**config.mk**
```make
export PLATFORM = sky130hd
export DESIGN_NAME = ckus_device_flat
export DESIGN_NICKNAME = d
export VERILOG_FILES = /design/src/hdl/ckus_pkg.sv /design/src/hdl/ckus_bus_if.sv /design/src/hdl/ckus_device.sv /design/src/flat_wrapper.sv
export SDC_FILE = /design/constraint.sdc
export NUM_CORES = 1
export LEC_CHECK = 0
export BUFFER_PORTS_ARGS = -buffer_cell sky130_fd_sc_hd__buf_4
export CAP_MARGIN = 20
export CORE_UTILIZATION = 52
export CTS_BUF_LIST = sky130_fd_sc_hd__clkbuf_8
export CTS_CLUSTER_SIZE = 20
export DETAILED_ROUTE_END_ITERATION = 10
export PLACE_DENSITY = 0.77
export SYNTH_ARGS = -nofsm -noshare
export SYNTH_HDL_FRONTEND = slang
export SYNTH_SLANG_ARGS = --single-unit
```
**constraint.sdc**
```tcl
create_clock -name clk -period 4.64 [get_ports clk]
set_input_delay 0.464 -clock clk [delete_from_list [all_inputs] [get_ports clk]]
set_output_delay 0.464 -clock clk [all_outputs]
set_load 0.05 [all_outputs]
```
**src/hdl/ckus_pkg.sv**
```systemverilog
// constants shared by both ends of the configuration key and direct setup link
package ckus_pkg;
  localparam logic [9:0] IDX_PORT_STD = 10'h279;
  localparam logic [9:0] IDX_PORT_ALT1 = 10'h20F;
  localparam logic [9:0] IDX_PORT_ALT2 = 10'h3E0;
  localparam logic [9:0] WR_DATA_PORT = 10'h279;
  localparam logic [2:0] CTRL_KEY_OFS = 3'h5;
  localparam logic [7:0] CMD_CSN = 8'h06;
  localparam logic [7:0] CMD_LDN = 8'h15;
  localparam logic [7:0] CMD_IO0 = 8'h47;
  localparam logic [7:0] CMD_IO1 = 8'h48;
  localparam logic [7:0] CMD_IO2 = 8'h42;
  localparam logic [7:0] CMD_IRQ0 = 8'h22;
  localparam logic [7:0] CMD_IRQ1 = 8'h27;
  localparam logic [7:0] CMD_DMA0 = 8'h2A;
  localparam logic [7:0] CMD_DMA1 = 8'h25;
  localparam logic [7:0] CMD_ACT = 8'h33;
  localparam logic [7:0] CMD_CHIP_ON = 8'h79;
  localparam logic [7:0] VAL_ON = 8'h01;
  localparam logic [7:0] VAL_OFF = 8'h00;
  localparam logic [7:0] KILL_PNP = 8'h55;
  localparam logic [7:0] KILL_KEY1 = 8'h56;
  localparam logic [7:0] PNP_CFG_CTRL = 8'h02;
  localparam logic [7:0] PNP_WAIT_KEY = 8'h02;
  localparam logic [1:0] DATA_PORT_LOW = 2'h3;
  localparam int NUM_LDEV = 6;
  localparam logic [7:0] MAX_LDEV = 8'h05;
  localparam int KEY_LEN = 32;
  localparam logic [7:0] KEY1 [0:31] = '{
    8'h96, 8'h35, 8'h9A, 8'hCD, 8'hE6, 8'hF3, 8'h79, 8'hBC,
    8'h5E, 8'hAF, 8'h57, 8'h2B, 8'h15, 8'h8A, 8'hC5, 8'hE2,
    8'hF1, 8'hF8, 8'h7C, 8'h3E, 8'h9F, 8'h4F, 8'h27, 8'h13,
    8'h09, 8'h84, 8'h42, 8'hA1, 8'hD0, 8'h68, 8'h34, 8'h1A};
  localparam logic [7:0] KEY2 [0:31] = '{
    8'h95, 8'hB1, 8'hD8, 8'h6C, 8'h36, 8'h9B, 8'h4D, 8'hA6,
    8'hD3, 8'h69, 8'hB4, 8'h5A, 8'hAD, 8'hD6, 8'hEB, 8'h75,
    8'hBA, 8'hDD, 8'hEE, 8'hF7, 8'h7B, 8'h3D, 8'h9E, 8'hCF,
    8'h67, 8'h33, 8'h19, 8'h8C, 8'h46, 8'hA3, 8'h51, 8'hA8};
  localparam logic [5:0] KEY_IDX_RST = 6'h00;
  localparam logic [7:0] CSN_RST = 8'h00;
  localparam logic [9:0] DATA_PORT_RST = 10'h000;
  localparam logic [1:0] SEL_STD = 2'h0;
  localparam logic [1:0] SEL_ALT1 = 2'h1;
  localparam logic [1:0] SEL_ALT2 = 2'h2;
  // device configuration modes
  typedef enum logic [3:0] {
    CKUS_WAIT = 4'b0001,
    CKUS_DIRECT_CONFIG_METHOD = 4'b0010,
    CKUS_GRAB = 4'b0100,
    CKUS_PNP = 4'b1000
  } ckus_mode_t;
  // host bus cycle kinds
  localparam logic [1:0] HOP_IDX = 2'h0;
  localparam logic [1:0] HOP_DWR = 2'h1;
  localparam logic [1:0] HOP_DRD = 2'h2;
  localparam logic [1:0] HOP_CTRL = 2'h3;
endpackage

```
**src/hdl/ckus_bus_if.sv**
```systemverilog
// isa-style cycle link between the host end and the device end
`timescale 1ns/1ps
interface ckus_bus_if;
  logic [11:0] addr;
  logic [7:0] wdata;
  logic wr;
  logic rd;
  logic [7:0] rdata;
  modport host (output addr, output wdata, output wr, output rd, input rdata);
  modport device (input addr, input wdata, input wr, input rd, output rdata);
endinterface

```
**src/hdl/ckus_device.sv**
```systemverilog
// device end: key detection, direct setup commands and pnp data port access
`timescale 1ns/1ps
// Behaviour
// - full first key enters direct setup
// - index port at 279h or two alternates
// - 06h then value sets card select
// - 15h then 0..5 selects logical device
// - 47h loads base 0 high, low
// - 48h loads base 1 high, low
// - 42h loads base 2 high, low
// - 22h/27h set interrupt selections
// - 2Ah/25h set dma selections
// - 33h 01h activates, 00h deactivates
// - 79h activates the whole chip
// - 55h/56h at control+5 set pnp_key_dis/key1_dis; of these two only key1_dis blocks a key
// - killed first key ignored, second key still works, devices act legacy
// - kills cleared only by bus reset
// - kills also settable from stored config
// - second key then byte captures port
// - data port is byte, then 11
// - port byte after second key enters pnp config state
// - data port read/write, index selects register
// - 02h index, 02h data leaves config
// - first key setup is write only
// - separate block bits for each key
module ckus_device (
  // clock and reset
  input wire logic clk,
  input wire logic rst_n,
  // host link
  ckus_bus_if.device bus,
  // strap and stored configuration
  input wire logic [1:0] idx_port_sel,
  input wire logic cfg_load,
  input wire logic pnp_key_block,
  input wire logic first_key_block,
  input wire logic second_key_block,
  // control block base decode
  input wire logic [11:0] control_block_base,
  // resulting configuration
  output logic [3:0] mode,
  output logic chip_active,
  output logic legacy,
  output logic pnp_key_dis,
  output logic key1_dis,
  output logic [7:0] card_select_number,
  output logic [9:0] config_data_port,
  output logic [2:0] ldev_sel,
  output logic [ckus_pkg::NUM_LDEV-1:0] ldev_active,
  output logic [ckus_pkg::NUM_LDEV*16-1:0] io_base0,
  output logic [ckus_pkg::NUM_LDEV*16-1:0] io_base1,
  output logic [ckus_pkg::NUM_LDEV*16-1:0] io_base2,
  output logic [ckus_pkg::NUM_LDEV*8-1:0] irq_sel0,
  output logic [ckus_pkg::NUM_LDEV*8-1:0] irq_sel1,
  output logic [ckus_pkg::NUM_LDEV*8-1:0] dma_sel0,
  output logic [ckus_pkg::NUM_LDEV*8-1:0] dma_sel1
);
  localparam int NL = ckus_pkg::NUM_LDEV;
  ckus_pkg::ckus_mode_t state;
  logic [5:0] k1_idx;
  logic [5:0] k2_idx;
  logic key2_dis;
  logic [7:0] cmd;
  logic [1:0] need;
  logic [7:0] hi_byte;
  logic [7:0] pnp_index;
  logic [9:0] idx_port;
  logic idx_wr;
  logic data_wr;
  logic data_rd;
  logic ctrl_wr;
  logic direct_config_method_wr;
  logic k1_hit;
  logic k2_hit;
  logic [7:0] next_rdata;

  assign mode = state;
  assign key2_dis = second_key_block;

  // index port choice
  always_comb begin
    unique case (idx_port_sel)
      ckus_pkg::SEL_ALT1: idx_port = ckus_pkg::IDX_PORT_ALT1;
      ckus_pkg::SEL_ALT2: idx_port = ckus_pkg::IDX_PORT_ALT2;
      default: idx_port = ckus_pkg::IDX_PORT_STD;
    endcase
  end

  assign idx_wr = bus.wr && (bus.addr[9:0] == idx_port) && (bus.addr[11:10] == 2'h0);
  assign data_wr = bus.wr && (state == ckus_pkg::CKUS_PNP) && (bus.addr[11:10] == 2'h0)
                   && (bus.addr[9:0] == config_data_port);
  assign data_rd = bus.rd && (state == ckus_pkg::CKUS_PNP) && (bus.addr[11:10] == 2'h0)
                   && (bus.addr[9:0] == config_data_port);
  assign ctrl_wr = bus.wr && chip_active
                   && (bus.addr == control_block_base + {9'h000, ckus_pkg::CTRL_KEY_OFS});
  assign direct_config_method_wr = idx_wr && (state == ckus_pkg::CKUS_DIRECT_CONFIG_METHOD);
  assign k1_hit = idx_wr && !key1_dis && !first_key_block
                  && (bus.wdata == ckus_pkg::KEY1[k1_idx[4:0]]);
  assign k2_hit = idx_wr && !key2_dis && (bus.wdata == ckus_pkg::KEY2[k2_idx[4:0]]);

  always_ff @(posedge clk) begin
    if (!rst_n || state != ckus_pkg::CKUS_WAIT) begin
      k1_idx <= ckus_pkg::KEY_IDX_RST;
      k2_idx <= ckus_pkg::KEY_IDX_RST;
    end else if (idx_wr) begin
      k1_idx <= k1_hit ? k1_idx + 6'h01 : ckus_pkg::KEY_IDX_RST;
      k2_idx <= k2_hit ? k2_idx + 6'h01 : ckus_pkg::KEY_IDX_RST;
    end
  end

  // mode sequencing
  always_ff @(posedge clk) begin
    if (!rst_n) begin
      state <= ckus_pkg::CKUS_WAIT;
    end else begin
      unique case (state)
        ckus_pkg::CKUS_WAIT: begin
          if (k1_hit && k1_idx == 6'(ckus_pkg::KEY_LEN - 1)) begin
            state <= ckus_pkg::CKUS_DIRECT_CONFIG_METHOD;
          end else if (k2_hit && k2_idx == 6'(ckus_pkg::KEY_LEN - 1)) begin
            state <= ckus_pkg::CKUS_GRAB;
          end
        end
        ckus_pkg::CKUS_DIRECT_CONFIG_METHOD: begin
          if (direct_config_method_wr && need == 2'h0 && bus.wdata == ckus_pkg::CMD_CHIP_ON) begin
            state <= ckus_pkg::CKUS_WAIT;
          end
        end
        ckus_pkg::CKUS_GRAB: begin
          if (idx_wr) begin
            state <= ckus_pkg::CKUS_PNP;
          end
        end
        ckus_pkg::CKUS_PNP: begin
          if (data_wr && pnp_index == ckus_pkg::PNP_CFG_CTRL
              && bus.wdata == ckus_pkg::PNP_WAIT_KEY) begin
            state <= ckus_pkg::CKUS_WAIT;
          end
        end
        default: state <= ckus_pkg::CKUS_WAIT;
      endcase
    end
  end

  always_ff @(posedge clk) begin
    if (!rst_n) begin
      config_data_port <= ckus_pkg::DATA_PORT_RST;
    end else if (state == ckus_pkg::CKUS_GRAB && idx_wr) begin
      config_data_port <= {bus.wdata, ckus_pkg::DATA_PORT_LOW};
    end
  end

  always_ff @(posedge clk) begin
    if (!rst_n) begin
      pnp_index <= 8'h00;
    end else if (state == ckus_pkg::CKUS_PNP && idx_wr) begin
      pnp_index <= bus.wdata;
    end
  end

  // direct setup command parser; need counts data bytes still due
  always_ff @(posedge clk) begin
    if (!rst_n || state != ckus_pkg::CKUS_DIRECT_CONFIG_METHOD) begin
      cmd <= 8'h00;
      need <= 2'h0;
      hi_byte <= 8'h00;
    end else if (direct_config_method_wr) begin
      if (need == 2'h0) begin
        cmd <= bus.wdata;
        unique case (bus.wdata)
          ckus_pkg::CMD_IO0, ckus_pkg::CMD_IO1, ckus_pkg::CMD_IO2: need <= 2'h2;
          ckus_pkg::CMD_CSN, ckus_pkg::CMD_LDN, ckus_pkg::CMD_IRQ0, ckus_pkg::CMD_IRQ1,
          ckus_pkg::CMD_DMA0, ckus_pkg::CMD_DMA1, ckus_pkg::CMD_ACT: need <= 2'h1;
          default: need <= 2'h0;
        endcase
      end else begin
        hi_byte <= bus.wdata;
        need <= need - 2'h1;
      end
    end
  end

  always_ff @(posedge clk) begin
    if (!rst_n) begin
      card_select_number <= ckus_pkg::CSN_RST;
      ldev_sel <= 3'h0;
      ldev_active <= '0;
      io_base0 <= '0;
      io_base1 <= '0;
      io_base2 <= '0;
      irq_sel0 <= '0;
      irq_sel1 <= '0;
      dma_sel0 <= '0;
      dma_sel1 <= '0;
    end else if (direct_config_method_wr && need == 2'h1) begin
      unique case (cmd)
        ckus_pkg::CMD_CSN: card_select_number <= bus.wdata;
        ckus_pkg::CMD_LDN: if (bus.wdata <= ckus_pkg::MAX_LDEV) ldev_sel <= bus.wdata[2:0];
        ckus_pkg::CMD_IO0: io_base0[ldev_sel*16 +: 16] <= {hi_byte, bus.wdata};
        ckus_pkg::CMD_IO1: io_base1[ldev_sel*16 +: 16] <= {hi_byte, bus.wdata};
        ckus_pkg::CMD_IO2: io_base2[ldev_sel*16 +: 16] <= {hi_byte, bus.wdata};
        ckus_pkg::CMD_IRQ0: irq_sel0[ldev_sel*8 +: 8] <= bus.wdata;
        ckus_pkg::CMD_IRQ1: irq_sel1[ldev_sel*8 +: 8] <= bus.wdata;
        ckus_pkg::CMD_DMA0: dma_sel0[ldev_sel*8 +: 8] <= bus.wdata;
        ckus_pkg::CMD_DMA1: dma_sel1[ldev_sel*8 +: 8] <= bus.wdata;
        ckus_pkg::CMD_ACT: begin
          if (bus.wdata == ckus_pkg::VAL_ON) ldev_active[ldev_sel] <= 1'b1;
          else if (bus.wdata == ckus_pkg::VAL_OFF) ldev_active[ldev_sel] <= 1'b0;
        end
        default: ;
      endcase
    // data port writes reach the indexed register
    end else if (data_wr) begin
      unique case (pnp_index)
        8'h06: card_select_number <= bus.wdata;
        8'h07: if (bus.wdata <= ckus_pkg::MAX_LDEV) ldev_sel <= bus.wdata[2:0];
        8'h30: ldev_active[ldev_sel] <= bus.wdata[0];
        8'h60: io_base0[ldev_sel*16+8 +: 8] <= bus.wdata;
        8'h61: io_base0[ldev_sel*16 +: 8] <= bus.wdata;
        8'h70: irq_sel0[ldev_sel*8 +: 8] <= bus.wdata;
        8'h74: dma_sel0[ldev_sel*8 +: 8] <= bus.wdata;
        default: ;
      endcase
    end
  end

  always_ff @(posedge clk) begin
    if (!rst_n) begin
      chip_active <= 1'b0;
    end else if (direct_config_method_wr && need == 2'h0 && bus.wdata == ckus_pkg::CMD_CHIP_ON) begin
      chip_active <= 1'b1;
    end
  end

  // only bus reset clears the kills
  always_ff @(posedge clk) begin
    if (!rst_n) begin
      pnp_key_dis <= 1'b0;
      key1_dis <= 1'b0;
    end else begin
      // stored config load; host kill writes
      if ((cfg_load && pnp_key_block) || (ctrl_wr && bus.wdata == ckus_pkg::KILL_PNP))
        pnp_key_dis <= 1'b1;
      if ((cfg_load && first_key_block) || (ctrl_wr && bus.wdata == ckus_pkg::KILL_KEY1))
        key1_dis <= 1'b1;
    end
  end

  assign legacy = pnp_key_dis || key1_dis;

  // read data sits one cycle after the read strobe; zero when unmapped
  always_comb begin
    next_rdata = 8'h00;
    if (data_rd) begin
      unique case (pnp_index)
        8'h06: next_rdata = card_select_number;
        8'h07: next_rdata = {5'h00, ldev_sel};
        8'h30: next_rdata = {7'h00, ldev_active[ldev_sel]};
        8'h60: next_rdata = io_base0[ldev_sel*16+8 +: 8];
        8'h61: next_rdata = io_base0[ldev_sel*16 +: 8];
        8'h70: next_rdata = irq_sel0[ldev_sel*8 +: 8];
        8'h74: next_rdata = dma_sel0[ldev_sel*8 +: 8];
        default: next_rdata = 8'h00;
      endcase
    end
  end

  always_ff @(posedge clk) begin
    if (!rst_n) bus.rdata <= 8'h00;
    else bus.rdata <= next_rdata;
  end
endmodule

```
**src/flat_wrapper.sv**
```systemverilog
// flat-port wrapper written by rule: the top's interface ports become plain ports
module ckus_device_flat 
  (clk, rst_n, idx_port_sel, cfg_load, pnp_key_block, first_key_block, second_key_block, control_block_base, mode, chip_active, legacy, pnp_key_dis, key1_dis, card_select_number, config_data_port, ldev_sel, ldev_active, io_base0, io_base1, io_base2, irq_sel0, irq_sel1, dma_sel0, dma_sel1, bus_addr, bus_wdata, bus_wr, bus_rd, bus_rdata);
  ckus_bus_if bus_i ();
  input wire logic clk;
  input wire logic rst_n;
  input wire logic [1:0] idx_port_sel;
  input wire logic cfg_load;
  input wire logic pnp_key_block;
  input wire logic first_key_block;
  input wire logic second_key_block;
  input wire logic [11:0] control_block_base;
  output logic [3:0] mode;
  output logic chip_active;
  output logic legacy;
  output logic pnp_key_dis;
  output logic key1_dis;
  output logic [7:0] card_select_number;
  output logic [9:0] config_data_port;
  output logic [2:0] ldev_sel;
  output logic [ckus_pkg::NUM_LDEV-1:0] ldev_active;
  output logic [ckus_pkg::NUM_LDEV*16-1:0] io_base0;
  output logic [ckus_pkg::NUM_LDEV*16-1:0] io_base1;
  output logic [ckus_pkg::NUM_LDEV*16-1:0] io_base2;
  output logic [ckus_pkg::NUM_LDEV*8-1:0] irq_sel0;
  output logic [ckus_pkg::NUM_LDEV*8-1:0] irq_sel1;
  output logic [ckus_pkg::NUM_LDEV*8-1:0] dma_sel0;
  output logic [ckus_pkg::NUM_LDEV*8-1:0] dma_sel1;
  input wire logic [$bits(bus_i.addr)-1:0] bus_addr;
  input wire logic [$bits(bus_i.wdata)-1:0] bus_wdata;
  input wire logic [$bits(bus_i.wr)-1:0] bus_wr;
  input wire logic [$bits(bus_i.rd)-1:0] bus_rd;
  output wire logic [$bits(bus_i.rdata)-1:0] bus_rdata;
  assign bus_i.addr = bus_addr;
  assign bus_i.wdata = bus_wdata;
  assign bus_i.wr = bus_wr;
  assign bus_i.rd = bus_rd;
  assign bus_rdata = bus_i.rdata;
  ckus_device u_core (.clk(clk), .rst_n(rst_n), .bus(bus_i), .idx_port_sel(idx_port_sel), .cfg_load(cfg_load), .pnp_key_block(pnp_key_block), .first_key_block(first_key_block), .second_key_block(second_key_block), .control_block_base(control_block_base), .mode(mode), .chip_active(chip_active), .legacy(legacy), .pnp_key_dis(pnp_key_dis), .key1_dis(key1_dis), .card_select_number(card_select_number), .config_data_port(config_data_port), .ldev_sel(ldev_sel), .ldev_active(ldev_active), .io_base0(io_base0), .io_base1(io_base1), .io_base2(io_base2), .irq_sel0(irq_sel0), .irq_sel1(irq_sel1), .dma_sel0(dma_sel0), .dma_sel1(dma_sel1));
endmodule
```
# Yosys cells after proc, flatten, opt, wreduce, memory -nomap -nowiden
# Memories as Yosys holds them, arrays and structs flattened.
# Index checks and enable logic that the tools add are counted.
# word_totals
reg_bits	560
romBits	512
in_bits	42
output_inout_bits	523
wordCells	237
memories	2
# classes
addsub	8
order_cmp	5
n_eq_ne	60
n_shift	12
n_mux	57
n_bitwise	6
n_reduce_logical	65
# memory_table
memory	words	word_bits	read_ports	rd_clocked_by_memory_dff	write_ports	line_no	text
(no name shown)	32	8	1	0	0	ckus_device.sv:98	&& (bus.wdata == ckus_pkg::KEY1[k1_idx[4:0]]);
(no name shown)	32	8	1	0	0	ckus_device.sv:99	assign k2_hit = idx_wr && !key2_dis && (bus.wdata == ckus_pkg::KEY2[k2_idx[4:0]]);
# ops
operator	n
bitwise mux 96 bit	5
2-to-1 mux 48 bit	8
2-to-1 mux 96 bit	3
bitwise mux 48 bit	4
case mux 96 bit (2 select lines)	1
variable shift 8 x 34 -> 96 bit (first input constant)	2
variable part select 8 x 34 -> 96 bit	2
== test 8 x 7 -> 1 bit (second input constant)	13
variable shift 16 x 34 -> 96 bit (first input constant)	1
variable part select 16 x 34 -> 96 bit	1
variable part select 48 x 7 -> 8 bit	2
variable part select 96 x 33 -> 8 bit	1
variable part select 96 x 8 -> 8 bit	1
== test 8 x 6 -> 1 bit (second input constant)	11
2-to-1 mux 8 bit	8
case mux 8 bit (7 select lines)	1
2-to-1 mux 6 bit	8
variable shift 8 x 34 -> 48 bit (first input constant)	1
variable part select 8 x 34 -> 48 bit	1
negator 32 -> 34 bit	1
negator 6 -> 34 bit	1
negator 7 -> 34 bit	1
== test 8 x 3 -> 1 bit (second input constant)	4
logical AND 1 bit	30
other kinds (53)	102

# Depth between registers and ports, before layout
# Gate-level depths: netlist of run 1.
# depth
depth_word	11
depth_mapped	15
depth_no_buf	10

# Worst setup path after synthesis of run 1
# Ideal clock, no wire load.
# synth_timing
path_kind	flip-flop to flip-flop
from	register u_core.ldev_sel[0]
to	register u_core.io_base1[64] (netlist bit)
setup_ns	0.132
t_arrival_ns	4.138
path_slack_ns	0.370
stages_incl_launch_ff	16
synth_period_minus_slack_ns	4.270
cell_sequence	dfxtp_1 -> clkbuf_1 -> inv_2 -> buf_1 -> clkbuf_1 -> ha_1 -> ha_1 -> o31a_1 -> nand2b_1 -> or3_1 -> clkbuf_1 -> nor2_2 -> nand2_1 -> clkbuf_1 -> nand2_1 -> a21oi_1
# synth_between
elab_chain_len	3
word_cells_on_any_way	4
# synth_rtl
element	line_no	text
from (decl)	ckus_device.sv:48	output logic [2:0] ldev_sel,
from (signal assigned)	ckus_device.sv:198	ckus_pkg::CMD_LDN: if (bus.wdata <= ckus_pkg::MAX_LDEV) ldev_sel <= bus.wdata[2:0];
from (signal assigned)	ckus_device.sv:216	8'h07: if (bus.wdata <= ckus_pkg::MAX_LDEV) ldev_sel <= bus.wdata[2:0];
negator 7 -> 34 bit *	ckus_device.sv:200	ckus_pkg::CMD_IO1: io_base1[ldev_sel*16 +: 16] <= {hi_byte, bus.wdata};
variable part select 16 x 34 -> 96 bit / variable shift 16 x 34 -> 96 bit (equally long branches)	ckus_device.sv:200	
bitwise mux 96 bit *	ckus_device.sv:200	
to (signal, indexed assignment)	ckus_device.sv:200	
to (decl)	ckus_device.sv:51	output logic [ckus_pkg::NUM_LDEV*16-1:0] io_base1,
# Mark *: on every way between the ends. The rest lies on a longest branch, timed or not.
# A chain may end at the register's enable or synchronous reset.

# Final worst setup path of run 1
# layout_timing
from	register u_core.ldev_sel[0]
to	register u_core.io_base1[76] (netlist bit)
# The elaborated chain is that of the path after synthesis.

==> results of run 1 <==
[layout make-up]
| type | instances | area [sq um] |
|---|---|---|
| repair buffers | 637 | 4850 |
| clock inverters | 44 | 308 |
| clock buffers | 112 | 1540 |
| inverters | 28 | 113 |
| flip-flops and latches | 559 | 11200 |
| fillers | 4046 | 16500 |
| multi-input cells | 2166 | 13500 |
| well taps | 664 | 831 |
[sequential cells by signal (all words and copies together), names as in the netlist, 8 cells and up, named ones only]
signal / cells
u_core.io_base0: 96
u_core.irq_sel0: 48
u_core.hi_byte: 8
u_core.irq_sel1: 48
u_core.cmd: 8
u_core.io_base2: 96
u_core.card_select_number: 8
u_core.bus.rdata: 8
u_core.dma_sel0: 48
u_core.pnp_index: 8
u_core.io_base1: 96
u_core.config_data_port: 9
u_core.dma_sel1: 48
[layout by cell type (no fill, tap or decap), types with 25 or more instances in the layout]
master / n
mux2i_1: 274
nor3_1: 35
nand2_1: 518
nand3_1: 139
buf_4: 628
nor2_1: 358
mux4_2: 29
xnor2_1: 25
o21ai_0: 26
nand4_1: 33
clkbuf_8: 112
a21oi_1: 301
inv_1: 53
dfxtp_1: 558
[worst reg2reg max path, delay by kind of cell (launching register included)]
kind,cells,cell delay (ps)
compound gates,2,610
fa+ha+maj,2,540
buf+inv,1,80
flops,1,690
simple gates,5,1880
[kinds of logic after synthesis]
logic type / after synthesis / share of synthesized area [%]
buffers and inverters: 246 / 4.02
adders and majority gates: 23 / 1.12
and+or+nand+nor: 1243 / 22.5
muxes: 311 / 13.6
AOI/OAI and AO/OA: 546 / 13.7
DFF: 559 / 43.6
xor gates and xnor gates: 43 / 1.47
[synthesized netlist by cell type (20+ instances only)]
cell / instances / area (sq um)
xnor2_1: 25 / 219
a31oi_1: 21 / 131
nand3_1: 139 / 696
nor3_1: 37 / 185
mux2i_1: 274 / 2740
buf_2: 25 / 125
nor2_1: 359 / 1350
mux4_2: 29 / 653
inv_1: 24 / 90.1
o221ai_1: 20 / 175
a21oi_1: 301 / 1510
a221oi_1: 23 / 201
clkbuf_1: 161 / 604
a22oi_1: 23 / 173
nand2_1: 518 / 1940
nand4_1: 33 / 206
ha_1: 23 / 288
dfxtp_1: 559 / 11200
o21ai_0: 26 / 130
[power by group]
part,switching [uW],internal [uW]
Sequential,1.29,4800
Combinational,227,77.2
Clock,2030,2390
[layer usage]
layer	track usage, %	up-vias
met1	50.1	12600
met2	63.9	1835
met4	29.4	0
met3	13.2	428
met5	0	-
li1	-	11500
[worst min-delay path by stage]
stage	start	cells past startpoint	slack (ps)	end
finish	cfg_load	3	100	u_core.key1_dis$_SDFFE_PN0P_
global placement	u_core.io_base2[7]$_SDFFE_PN0P_	2	440	u_core.io_base2[7]$_SDFFE_PN0P_
CTS	cfg_load	3	80	u_core.key1_dis$_SDFFE_PN0P_
detailed placement	u_core.io_base2[1]$_SDFFE_PN0P_	2	450	u_core.io_base2[1]$_SDFFE_PN0P_
global route	cfg_load	3	100	u_core.key1_dis$_SDFFE_PN0P_
floorplan	u_core.k2_idx[5]$_SDFFE_PP0N_	2	440	u_core.k2_idx[5]$_SDFFE_PP0N_
[metrics by stage]
step                      util [%]  hold slack (ps)
after floorplan                  -              444
after global placement        62.3              439
after detailed placement      62.4              445
after CTS                     66.2             84.8
after global routing          66.2             98.0
final                         66.2              104
==> flow_summary.ini, run 1 <==
[run_status]
status = finished, final reports clean

[final_layout]
finalInstanceArea_sq_um = 32300
fin_nets = 3547
drive_above_1_share_pct = 24.6
instances_no_fill = 4210
synthToLayoutAreaGrowth_pct = 25.9
n_antenna_cell = 0

[sta]
max_slew_margin_pct = 16.6
finalSetupViolations = 0
period_share_pct = 84.8
worst_slack_ps = 703
layout_min_cycle_time_ps = 3940
worst_pin_slew_ps = 1250
final_hold_viol_count = 0
slew_violations = 0
fmax_mhz = 254
rsz0062_at_grt = false
finClkSkew_ps = 36.6
finalSetupTns_ps = 0

[worst_setup_path]
start_kind = flip-flop
slowest_stage = dfxtp_2
crit_cells = 10
rr_endpoint = u_core.io_base1[76]$_SDFFE_PN0P_
path_delay_family = simple AND/OR/NAND/NOR gates
cp.required_ps = 5200
crit_arrival_ps = 4500
r2r_start = u_core.ldev_sel[0]$_SDFFE_PN0P_
rr_worst_depth = 10
crit_path_start = u_core.ldev_sel[0]$_SDFFE_PN0P_
slowest_delay_ps = 690
path_cells = inv_2 -> ha_1 -> ha_1 -> o31a_1 -> nand2b_1 -> or3_1 -> nor2_2 -> nand2_1 -> a22oi_1 -> nor2_1
path_buf_inv = 1
worstSetupPathType = reg2reg
critPathMaxFanout = 24
cpMostUsedCell = ha_1
rrSetupSlack_ps = 700
endpoint_kind = flip-flop
critical_path.endpoint = u_core.io_base1[76]$_SDFFE_PN0P_

[clock_tree]
clockRootBuffer = clkbuf_8
cts_tree = built
cts_hold_buf = 0
clk_path_buf_depth = 3
postCtsResizedCells = 0
path_clk_slew_ps = 70
insertion_delay_ps = 710
post_cts.repair.setup_buffers = 0
cts.htree.levels = 3
clock_sinks = 559
cts_inserted_buffers = 90

[drt]
wl_met3_mm = 13.4
routed_wl_mm = 109
vias_per_cell = 6.25
top_layer_used = met4
avgRoutedWirePerCell_microns = 26.0
vias = 26300
route.met2.wl_mm = 48.2
drt_first_pass_iters = 6
ant_nets = 0
met1_length_mm = 39.3
drc_errors = 0
drt_iter0_drc = 3008

[power]
finalPower_uw = 9530
power.leakage_uw = 0.0138
power_density_nw_per_um2 = 295
irDropWorstVdd_mv = 0.266

[synth]
synthArstFlopShare_pct = 0
synth_ff_type = dfxtp_1
synth_cells = 2971
synth_warnings = 0
synth.distinct_cells = 91
ys_ff_latch = 559
synth-seq-area-share_pct = 43.6
synthesis.nets = 3036
synth-edff-count = 0
syn_area_per_cell_sq_um = 8.64
syn_area_sq_um = 25700

[global_route]
antenna_found_initial = 0
grt_overflow = 0
grt_start_max_net_pins = 155
grt_first_pass_wirelength_mm = 158
grt_usage_pct = 41.9
grt_pass1_vias = 24600

[floorplanning]
dieArea_sq_um = 50300
num_io_pins = 565
die_h_microns = 224
rows = 81
core_sq_um = 48800
dieWidth_microns = 224
start_util_pct = 52.6

[job]
drv_cap = 0

[placed_design]
place_ws_ps = 776
placed_area_sq_um = 30500
hpwl_mm = 77.6
dp_cells = 4052
port_buffers = 564
gp_congestion = 0.999

[worst_hold_path]
holdCritPathClass = in2reg
No activity file was read; power rests on OpenSTA's default activity.
==> run 2: changes to the inputs <==
==> constraint.sdc (replaced) <==
create_clock -name clk -period 3.7 [get_ports clk]
set_input_delay 0.37 -clock clk [delete_from_list [all_inputs] [get_ports clk]]
set_output_delay 0.37 -clock clk [all_outputs]
set_load 0.05 [all_outputs]
==> flow_summary.ini, run 2 (synthesis gave the netlist of run 1 again) <==
[drt]
routed_wl_mm = 109
avgRoutedWirePerCell_microns = 25.6
vias_per_cell = 6.17
drt_iter0_drc = 3418
drc_errors = 0
vias = 26300
ant_nets = 0
drt_first_pass_iters = 8

[clock_tree]
cts_tree = built
postCtsResizedCells = 0
clk_path_buf_depth = 3
path_clk_slew_ps = 60
clock_sinks = 559
cts.htree.levels = 3
insertion_delay_ps = 730
cts_inserted_buffers = 91
clockRootBuffer = clkbuf_8

[floorplanning]
rows = 81
num_io_pins = 565
start_util_pct = 52.6
die_h_microns = 224
dieArea_sq_um = 50300
dieWidth_microns = 224
core_sq_um = 48800

[final_layout]
drive_above_1_share_pct = 25.4
final_cell_mix = 657 x buf_4, 557 x dfxtp_1, 518 x nand2_1, 359 x nor2_1, 301 x a21oi_1
instances_no_fill = 4253
layout_commonest_cell = buf_4
synthToLayoutAreaGrowth_pct = 27.3
fin_nets = 3578
layout_top_registers = u_core.io_base0: 96 flops, u_core.io_base1: 96 flops, u_core.io_base2: 96 flops

[worst_setup_path]
endpoint_kind = flip-flop
crit_arrival_ps = 4070
start_kind = flip-flop
cpMostUsedCell = ha_1
path_cells = inv_2 -> ha_1 -> ha_1 -> o31a_1 -> nand2b_1 -> or3_1 -> nor2_4 -> nand2_1 -> a22oi_1 -> nor2_1
critPathMaxFanout = 19
slowest_delay_ps = 570
worstSetupPathType = reg2reg
cp.required_ps = 4260
slowest_stage = or3_1

[sta]
max_slew_margin_pct = 15.3
timing.hold.ws_ps = 49.0
finClkSkew_ps = 44.4
fmax_mhz = 285
period_share_pct = 94.8
rsz0062_at_grt = false
slew_violations = 0
finalSetupViolations = 0
worst_pin_slew_ps = 1270
final_hold_viol_count = 0
layout_min_cycle_time_ps = 3510
finalSetupTns_ps = 0

[placed_design]
hpwl_mm = 77.1
gp_congestion = 0.987
dp_cells = 4081
port_buffers = 564

[global_route]
grt_usage_pct = 41.9
grt.met3_usage_pct = 13.7
met2_usage_pct = 65.5
grt_pass1_vias = 24800
grt_overflow = 0
grt_start_max_net_pins = 116
grt.busiest_layer = met2
antenna_found_initial = 0
grt_first_pass_wirelength_mm = 158
gr-usage-met1_pct = 49.4

[power]
p_comb_share_pct = 3.2
sw_frac_of_total_pct = 24.0
finalPower_uw = 12100
intPower_uw = 9190
clkPwrFrac_pct = 47.0
seqPwrFrac_pct = 49.7
irDropWorstVdd_mv = 0.317
p_switching_uw = 2910
power_density_nw_per_um2 = 370
power.leakage_uw = 0.0141

[run_status]
status = finished, final reports clean

[job]
drv_cap = 0

[worst_hold_path]
holdCritPathClass = in2reg
## run 2: what timing repair did
action,in CTS,in global routing
hold buffers,3,0
endpoints found under the hold margin,2,0
buffers inserted,0,0
## run 2: worst paths after layout
check                                   start                                to  slack [ps]  depth (start not counted)
max           u_core.ldev_sel[0]$_SDFFE_PN0P_  u_core.io_base1[77]$_SDFFE_PN0P_         190                         10
max reg2reg   u_core.ldev_sel[0]$_SDFFE_PN0P_  u_core.io_base1[77]$_SDFFE_PN0P_         190                         10
min                           first_key_block      u_core.key1_dis$_SDFFE_PN0P_          50                          3
min reg2reg  u_core.dma_sel1[38]$_SDFFE_PN0P_  u_core.dma_sel1[38]$_SDFFE_PN0P_         450                          2
## run 2: critical path: cells and delay by family (launching register included)
family          cells  cell delay (ps)
compound gates      2              650
fa+ha+maj           2              520
buf+inv             1               60
flops               1              500
simple gates        5             1640
## run 2: metrics by stage
stage	area, sq um	util [%]	worst slack, ps
finish	32700	66.9	192
global route	32700	66.9	19.6
CTS	32700	66.9	271
detailed placement	30700	62.9	265
global placement	30700	62.8	365
floorplan	25700	-	12.0
## run 2: layout make-up
cell class	instances	area, sq um
Fill cell	4043	16200
Tap cell	664	831
Sequential cell	559	11200
Multi-Input combinational cell	2166	13500
Clock buffer	117	1610
Clock inverter	51	325
Inverter	28	113
Antenna cell	1	2.50
Timing Repair Buffer	667	5110
## run 2: routing by layer
layer | share of wire, % | up-vias
li1 | - | 11500
met1 | 36 | 12600
met2 | 45 | 1771
met3 | 12 | 414
met4 | 7.0 | 0
met5 | 0 | -
## run 2: power groups by stage
stage / Sequential (uW) / Clock, uW / Combinational [uW]
2_1_floorplan: 6160 / 0 / 202
3_3_place_gp: 6150 / 0 / 365
3_5_place_dp: 6150 / 0 / 369
4_1_cts: 6020 / 5700 / 374
5_1_grt: 6020 / 5990 / 404
6_report: 6020 / 5690 / 390
